## src/verilog/pmc_pkg.sv

```systemverilog
// Purpose: Shared constants and types for the power mode controller.
// Assumes: Registers reached over a plain address/strobe port.
// Notes: Register offsets are byte addresses of 32-bit words.
package pmc_pkg;

   // ----------------------------------------------------------------------
   // Register map
   // ----------------------------------------------------------------------
   localparam logic [7:0] PMC_MULT_CTRL_OFS = 8'h00;
   localparam logic [7:0] PMC_REG_CTRL_OFS = 8'h04;
   localparam logic [7:0] PMC_MODE_REQ_OFS = 8'h08;
   localparam logic [7:0] PMC_STATUS_OFS = 8'h0C;
   localparam logic [7:0] PMC_PERIPH_EN_OFS = 8'h10;

   // ----------------------------------------------------------------------
   // Field positions
   // ----------------------------------------------------------------------
   // Multiplier loop control: ratio, skip select, loop power down.
   localparam int PMC_RATIO_LSB = 0;
   localparam int PMC_RATIO_W = 6;
   localparam int PMC_SKIP_BIT = 8;
   localparam int PMC_LOOP_OFF_BIT = 9;
   // Regulator control: switch rate, voltage code, bypass.
   localparam int PMC_RATE_LSB = 0;
   localparam int PMC_RATE_W = 2;
   localparam int PMC_VSEL_LSB = 4;
   localparam int PMC_VSEL_W = 4;
   localparam int PMC_VR_BYP_BIT = 8;
   localparam int PMC_PERIPH_N = 16;
   localparam int PMC_VOLT_STEP_MV = 50;
   localparam int PMC_VOLT_BASE_MV = 800;

   // ----------------------------------------------------------------------
   // Reset values and the rate off code
   // ----------------------------------------------------------------------
   localparam logic [5:0] PMC_RATIO_RST = 6'h0A;
   localparam logic [1:0] PMC_RATE_RST = 2'h1;
   localparam logic [3:0] PMC_VSEL_RST = 4'h8;
   localparam logic [1:0] PMC_RATE_OFF = 2'h0;
   localparam logic [15:0] PMC_PERIPH_RST = 16'hFFFF;

   // Software mode requests written to the request register.
   localparam logic [2:0] PMC_REQ_FULL = 3'h1;
   localparam logic [2:0] PMC_REQ_REDUCED = 3'h2;
   localparam logic [2:0] PMC_REQ_LIGHT = 3'h3;
   localparam logic [2:0] PMC_REQ_DEEP = 3'h4;

   typedef enum logic [2:0] {
      PMC_FULL, PMC_REDUCED, PMC_LIGHT, PMC_DEEP, PMC_HIBER
   } pmc_mode_t;

   // Clock and power controls driven to the rest of the chip.
   typedef struct packed {
      logic core_clk_en;
      logic sys_clk_en;
      logic loop_en;
      logic loop_bypass;
      logic core_power;
      logic pins_hiz;
      logic dma_internal_ok;
      logic dma_external_ok;
   } pmc_ctl_t;

   // Register port command bundle.
   typedef struct packed {
      logic [7:0] addr;
      logic [31:0] wdata;
      logic wr;
      logic rd;
   } pmc_bus_t;

endpackage

```

## src/verilog/pmc_power_mode_controller.sv

```systemverilog
// Purpose: Power mode sequencer with clock, DMA and regulator control.
// Assumes: Wakeup and reset pin inputs are synchronous to REF_CLK_I.
// Notes: Reads return data one cycle after the read strobe.
//
// The implementer's own choices: the register offsets and the address-and-strobe port.
`timescale 1ns/1ps
`default_nettype none

module pmc_power_mode_controller
   import pmc_pkg::*;
(
   // Clock and reset
   input wire logic REF_CLK_I,
   input wire logic SYS_RST_I,
   // Register port
   input wire logic [7:0] ADDR_I,
   input wire logic [31:0] WDATA_I,
   input wire logic WR_I,
   input wire logic RD_I,
   output logic [31:0] RDATA_O,
   // Wakeup sources
   input wire logic WAKEUP_I,
   input wire logic RESET_PIN_I,
   // Clock and power controls
   output logic CORE_CLK_EN_O,
   output logic SYS_CLK_EN_O,
   output logic LOOP_EN_O,
   output logic LOOP_BYPASS_O,
   output logic [5:0] ACTIVE_RATIO_O,
   output logic CORE_POWER_O,
   output logic PINS_HIZ_O,
   output logic DMA_INTERNAL_OK_O,
   output logic DMA_EXTERNAL_OK_O,
   output logic [PMC_PERIPH_N-1:0] PERIPH_CLK_EN_O,
   // Regulator controls and boot start
   output logic REG_ENABLE_O,
   output logic REG_BYPASS_O,
   output logic [11:0] REG_VOLT_MV_O,
   output logic BOOT_START_O
);

   // ----------------------------------------------------------------------
   // Register port
   // ----------------------------------------------------------------------
   pmc_bus_t bus;
   pmc_mode_t mode;
   pmc_mode_t next_mode;
   pmc_ctl_t ctl;
   logic [5:0] ratio;
   logic [5:0] active_ratio;
   logic skip_sel;
   logic loop_off;
   logic [1:0] rate;
   logic [3:0] vsel;
   logic vr_bypass;
   logic [PMC_PERIPH_N-1:0] periph_en;
   logic [2:0] mode_req;
   logic req_valid;

   assign bus = '{addr: ADDR_I, wdata: WDATA_I, wr: WR_I, rd: RD_I};

   function automatic logic hit(input pmc_bus_t b, input logic [7:0] ofs);
      hit = b.wr && (b.addr == ofs);
   endfunction

   // Skip select picks the mode that a wakeup from light or deep sleep resumes in.
   function automatic pmc_mode_t wake_target(input logic skip);
      wake_target = skip ? PMC_REDUCED : PMC_FULL;
   endfunction

   always_ff @(posedge REF_CLK_I) begin
      if (SYS_RST_I) begin
         ratio <= PMC_RATIO_RST;
         skip_sel <= 1'b0;
         loop_off <= 1'b0;
      end else if (hit(bus, PMC_MULT_CTRL_OFS)) begin
         ratio <= bus.wdata[PMC_RATIO_LSB +: PMC_RATIO_W];
         skip_sel <= bus.wdata[PMC_SKIP_BIT];
         loop_off <= bus.wdata[PMC_LOOP_OFF_BIT];
      end
   end

   always_ff @(posedge REF_CLK_I) begin
      if (SYS_RST_I) begin
         rate <= PMC_RATE_RST;
         vsel <= PMC_VSEL_RST;
         vr_bypass <= 1'b0;
      end else if (hit(bus, PMC_REG_CTRL_OFS)) begin
         rate <= bus.wdata[PMC_RATE_LSB +: PMC_RATE_W];
         vsel <= bus.wdata[PMC_VSEL_LSB +: PMC_VSEL_W];
         vr_bypass <= bus.wdata[PMC_VR_BYP_BIT];
      end
   end

   always_ff @(posedge REF_CLK_I) begin
      if (SYS_RST_I) begin
         periph_en <= PMC_PERIPH_RST;
      end else if (hit(bus, PMC_PERIPH_EN_OFS)) begin
         periph_en <= bus.wdata[PMC_PERIPH_N-1:0];
      end
   end

   // Codes other than the four requests fall through and leave the mode.
   assign req_valid = hit(bus, PMC_MODE_REQ_OFS);
   assign mode_req = bus.wdata[2:0];

   // Read data stand for one cycle only and are zero otherwise.
   always_ff @(posedge REF_CLK_I) begin
      if (SYS_RST_I) begin
         RDATA_O <= 32'h0000_0000;
      end else if (bus.rd) begin
         unique case (bus.addr)
            PMC_MULT_CTRL_OFS:
               RDATA_O <= {22'h00_0000, loop_off, skip_sel, 2'h0, ratio};
            PMC_REG_CTRL_OFS:
               RDATA_O <= {23'h00_0000, vr_bypass, vsel, 2'h0, rate};
            PMC_STATUS_OFS:
               RDATA_O <= {23'h00_0000, ctl, 1'b0};
            PMC_PERIPH_EN_OFS:
               RDATA_O <= {16'h0000, periph_en};
            PMC_MODE_REQ_OFS:
               RDATA_O <= {29'h0000_0000, mode};
            default:
               RDATA_O <= 32'h0000_0000;
         endcase
      end else begin
         RDATA_O <= 32'h0000_0000;
      end
   end

   // ----------------------------------------------------------------------
   // Mode sequencer
   // ----------------------------------------------------------------------
   // Mode changes only on cause
   always_comb begin
      next_mode = mode;
      unique case (mode)
         PMC_FULL, PMC_REDUCED: begin
            if (req_valid) begin
               unique case (mode_req)
                  PMC_REQ_FULL: next_mode = PMC_FULL;
                  PMC_REQ_REDUCED: next_mode = PMC_REDUCED;
                  PMC_REQ_LIGHT: next_mode = PMC_LIGHT;
                  PMC_REQ_DEEP: next_mode = PMC_DEEP;
                  default: next_mode = mode;
               endcase
            end
         end
         PMC_LIGHT: begin
            // The reset pin wakes light sleep as well as the wakeup line.
            // Wakeup samples skip select
            if (WAKEUP_I || RESET_PIN_I) begin
               next_mode = wake_target(skip_sel);
            end
         end
         PMC_DEEP: begin
            if (RESET_PIN_I) begin
               next_mode = wake_target(skip_sel);
            end
         end
         PMC_HIBER: begin
            if (RESET_PIN_I) begin
               next_mode = PMC_FULL;
            end
         end
      endcase
      // A rate left at zero drops the block straight back into hibernate,
      // so software restores a nonzero rate before pulsing the reset pin.
      // Rate zero enters hibernate
      if (mode != PMC_HIBER && rate == PMC_RATE_OFF && !vr_bypass) begin
         next_mode = PMC_HIBER;
      end
   end

   always_ff @(posedge REF_CLK_I) begin
      if (SYS_RST_I) begin
         mode <= PMC_FULL;
      end else begin
         mode <= next_mode;
      end
   end

   always_ff @(posedge REF_CLK_I) begin
      if (SYS_RST_I) begin
         BOOT_START_O <= 1'b0;
      end else begin
         BOOT_START_O <= (mode == PMC_HIBER) && (next_mode != PMC_HIBER);
      end
   end

   // The ratio register may change freely in reduced mode; only the copy
   // taken in each cycle whose next mode is full ever reaches the loop.
   // Ratio realised in full mode
   always_ff @(posedge REF_CLK_I) begin
      if (SYS_RST_I) begin
         active_ratio <= PMC_RATIO_RST;
      end else if (next_mode == PMC_FULL) begin
         active_ratio <= ratio;
      end
   end

   // ----------------------------------------------------------------------
   // Per-mode controls
   // ----------------------------------------------------------------------
   always_comb begin
      ctl = '0;
      unique case (mode)
         PMC_FULL: begin
            ctl.core_clk_en = 1'b1;
            ctl.sys_clk_en = 1'b1;
            ctl.loop_en = 1'b1;
            ctl.core_power = 1'b1;
            ctl.dma_internal_ok = 1'b1;
            ctl.dma_external_ok = 1'b1;
         end
         PMC_REDUCED: begin
            ctl.core_clk_en = 1'b1;
            ctl.sys_clk_en = 1'b1;
            ctl.loop_en = !loop_off;
            ctl.loop_bypass = 1'b1;
            ctl.core_power = 1'b1;
            ctl.dma_internal_ok = 1'b1;
            ctl.dma_external_ok = 1'b1;
         end
         PMC_LIGHT: begin
            ctl.sys_clk_en = 1'b1;
            ctl.loop_en = 1'b1;
            ctl.core_power = 1'b1;
            ctl.dma_external_ok = 1'b1;
         end
         PMC_DEEP: begin
            ctl.core_power = 1'b1;
         end
         PMC_HIBER: begin
            ctl.pins_hiz = 1'b1;
         end
      endcase
   end

   // The supply code follows next_mode, so it reads zero in the very cycle
   // in which the mode register first shows hibernate.
   always_ff @(posedge REF_CLK_I) begin
      if (SYS_RST_I) begin
         REG_VOLT_MV_O <= 12'h000;
      end else begin
         REG_VOLT_MV_O <= (next_mode == PMC_HIBER) ? 12'h000 :
            12'(PMC_VOLT_BASE_MV + PMC_VOLT_STEP_MV * int'(vsel));
      end
   end

   assign CORE_CLK_EN_O = ctl.core_clk_en;
   assign SYS_CLK_EN_O = ctl.sys_clk_en;
   assign LOOP_EN_O = ctl.loop_en;
   assign LOOP_BYPASS_O = ctl.loop_bypass;
   assign ACTIVE_RATIO_O = active_ratio;
   assign CORE_POWER_O = ctl.core_power;
   assign PINS_HIZ_O = ctl.pins_hiz;
   assign DMA_INTERNAL_OK_O = ctl.dma_internal_ok;
   assign DMA_EXTERNAL_OK_O = ctl.dma_external_ok;
   for (genvar i = 0; i < PMC_PERIPH_N; i++) begin : g_gate
      assign PERIPH_CLK_EN_O[i] = ctl.sys_clk_en && periph_en[i];
   end
   assign REG_ENABLE_O = (mode != PMC_HIBER) && !vr_bypass;
   assign REG_BYPASS_O = vr_bypass;

endmodule

`default_nettype wire
```

## config.mk

```make
export PLATFORM = sky130hd
export DESIGN_NAME = pmc_power_mode_controller
export DESIGN_NICKNAME = d
export VERILOG_FILES = /design/src/verilog/pmc_pkg.sv /design/src/verilog/pmc_power_mode_controller.sv
export SDC_FILE = /design/constraint.sdc
export NUM_CORES = 1
export LEC_CHECK = 0
export CAP_MARGIN = 20
export CORE_MARGIN = 5
export CORE_UTILIZATION = 27
export DETAILED_ROUTE_END_ITERATION = 6
export DONT_BUFFER_PORTS = 1
export GPL_ROUTABILITY_DRIVEN = 1
export PLACE_DENSITY = 0.47
export SYNTH_ARGS = -nofsm -noshare
export SYNTH_HDL_FRONTEND = slang
export SYNTH_SLANG_ARGS = --single-unit
```

## constraint.sdc

```tcl
create_clock -name REF_CLK_I -period 6.99 [get_ports REF_CLK_I]
set_clock_uncertainty 0.2 [all_clocks]
set_input_delay 1.398 -clock REF_CLK_I [delete_from_list [all_inputs] [get_ports REF_CLK_I]]
set_output_delay 1.398 -clock REF_CLK_I [all_outputs]
set_load 0.1 [all_outputs]
```

==> flow_summary_export.csv <==
group,metric,value,unit
detailed_routing,dr.first_iter.drc_count,203,
placed_design,dpl.cell_count,487,
detailed_routing,drcViolationCount,0,
logic_synthesis,dominantRegCellSynth,"dfxtp_1",
cells_and_area,layout_common_cells,"dfxtp_1 (67), nand2_1 (57), and2_1 (23)",
logic_synthesis,netlist.area_leader.share,42.1,%
worst_setup_path,cp-end-kind,"primary output",
floorplanning,dieHeight,119,microns
cells_and_area,stdcell_area,3570,sq um
logic_synthesis,synth_area_leaders,"dfxtp_1 (42%), nand2_1 (6.7%), buf_4 (4.7%), and2_1 (4.5%), nand3b_1 (4.0%)",
clocking,ctsResizeCount,0,
cells_and_area,fin_cells,504,
placed_design,numPortBuffers,0,
grt,grt_overflow_total,0,
clocking,root_buffer,"clkbuf_16",
detailed_routing,antenna_left,0,
min_path,min_path_type,"reg -> reg",
outcome,status,"finished, final reports clean",
logic_synthesis,syn_area_per_cell,8.85,sq um
timing,setup_viol,0,
flow_run,cap_violations,0,
clocking,cts_buffers,9,
floorplanning,start_util,27.8,%
power_and_ir_drop,leakagePower,1.47,nW
cells_and_area,syn2layout_area_growth,12.1,%
grt,grt_max_degree,48,
power_and_ir_drop,irDropWorstVdd,0.123,mV
placed_design,dpl-instance-area,3260,sq um
logic_synthesis,synth-seq-area-share,42.1,%
timing,max_freq,248,MHz
clocking,cts_tree,"done",
worst_setup_path,path_class,"reg -> out",
clocking,postCtsHoldBufs,0,
worst_setup_path,cp_slowest_cell,"nor2_2",
floorplanning,ioPinCount,123,
timing,rsz0062_at_grt,"false",
timing,slew_headroom,23.1,%
logic_synthesis,synth_cell_type_count,51,
logic_synthesis,ys_ff_latch,67,
floorplanning,die_w,119,microns
cells_and_area,antennaDiodeCount,0,
clocking,clk_pin_slew,0.05,ns
timing,finalHoldViolations,0,
worst_setup_path,start_kind,"register",
timing,tightest_slew,1.15,ns
floorplanning,rows,39,
grt,track_usage,13.0,%
placed_design,gp_congestion,0.806,
worst_setup_path,critPathArrivalTime,2.43,ns
detailed_routing,viasPerCell,4.86,
cells_and_area,nets,413,
worst_setup_path,crit_chain,"nor2_1, nand2_1, inv_1, buf_4, nor2_2",
floorplanning,die_area,14100,sq um
floorplanning,core,11500,sq um
detailed_routing,num_vias,2448,
logic_synthesis,netlist_area,3180,sq um
timing,totalNegativeSetupSlack,0,ns
cells_and_area,final_common_cell,"dfxtp_1",
cells_and_area,drive_gt1_share,11.9,%
logic_synthesis,syn_inst,360,
cells_and_area,final_util,31.1,%
logic_synthesis,ys_warn_count,0,
logic_synthesis,async_flop_share,0,%
clocking,cts_htree_levels,3,
timing,min_period,4.03,ns
worst_setup_path,cp.required,5.39,ns
grt,grt_pass1_wl,14200,microns
logic_synthesis,synth_top_cell_by_area,"dfxtp_1",
detailed_routing,first_pass_iters,4,
timing,period_share,57.6,%
worst_setup_path,path_max_fanout,9,
placed_design,place_hpwl,6370,microns
worst_setup_path,max_stage_delay,0.85,ns
grt,antenna_found_initial,0,
detailed_routing,totalWireLength,8930,microns
clocking,insertion_delay,0.33,ns
timing,slew_viol_final,0,
logic_synthesis,synth_edf_count,0,
detailed_routing,routedWlPerCell,17.7,microns
power_and_ir_drop,power_density,253,nW/um^2
clocking,clock-sinks,67,
grt,grt_pass1_vias,2413,
clocking,clk_path_buf_depth,2,
clocking,post_cts_buffers,0,
## path summary, 6_finish.rpt
check                                    from           endpoint  slack [ns]  cells past startpoint
worst max-delay path                  mode[1]       REG_ENABLE_O        2.96                      5
worst min-delay path            periph_en[15]      periph_en[15]        0.27                      2
worst max register to register        mode[2]  ACTIVE_RATIO_O[3]        4.36                      8
worst min register to register  periph_en[15]      periph_en[15]        0.27                      2
## layer usage
layer	vias up	share of wire (%)	wire length [microns]	GRT usage, %
met3	17	10	903	5.30
met2	87	46	4110	19.8
met5	-	0	0	0
met1	1156	42	3710	15.9
li1	1188	-	-	-
met4	0	2.3	204	5.88
## critical path, delay by kind of cell, from the launching register on
| family | cells | cell delay [ns] |
|---|---|---|
| buf+inv | 2 | 0.31 |
| flops | 1 | 0.62 |
| simple gates | 3 | 1.17 |
## power by group
group / switching (mW) / internal (mW) / leakage [nW]
registers: 0.0119 / 0.384 / 0.542
clock network: 0.166 / 0.282 / 0.152
logic: 0.0528 / 0.00702 / 0.773
total: 0.230 / 0.673 / 1.47
## sequential cells by signal, summed over array words and instances (netlist names), 2 cells and up
signal          count
ACTIVE_RATIO_O      6
RDATA_O            16
REG_VOLT_MV_O      10
mode                3
periph_en          16
rate                2
ratio               6
vsel                4
## layout make-up
class / count / area (sq um)
clock buffers: 10 / 239
clock inverters: 6 / 55.1
fillers: 1208 / 7900
inverters: 4 / 15.0
multi-input cells: 268 / 1680
flip-flops and latches: 67 / 1340
well taps: 143 / 179
repair buffers: 6 / 57.6
## cell usage after synthesis, types with 2 or more instances
cell type / number
nor3_1: 3
inv_1: 4
a22oi_1: 3
clkbuf_1: 13
buf_4: 20
nor2_1: 25
a31oi_1: 3
o21ai_0: 3
and3_1: 10
a222oi_1: 7
mux2i_1: 8
nand3b_1: 17
o21ai_1: 2
nand2_1: 57
xnor2_1: 3
a21oi_1: 19
ha_1: 10
xor2_1: 4
or2b_2: 7
or2b_1: 3
dfxtp_1: 67
a211o_1: 3
nand3_1: 13
buf_2: 2
nor2b_1: 5
and2_1: 23
o21a_1: 2
## metrics by stage
stage / power [mW] / worst slack (ns) / hold slack, ns
detailed placement: 0.464 / 2.92 / 0.260
finish: 0.904 / 2.96 / 0.274
global route: 0.934 / 2.83 / 0.289
floorplan: 0.474 / 2.66 / 0.243
CTS: 0.914 / 2.68 / 0.271
global placement: 0.464 / 2.99 / 0.254
## cell families after synthesis
group                    count (synthesis)  synth area share, %
AO/OA/AOI/OAI                           48                 10.6
flip-flops                              67                 42.1
other                                    1                0.118
buffers and inverters                   42                 7.86
XOR/XNOR                                 7                 1.93
adder cells (fa/ha/maj)                 11                 4.56
multiplexers                             8                 2.51
AND/OR/NAND/NOR                        176                 30.3
Note: power is estimated with default switching activity, not from simulation.
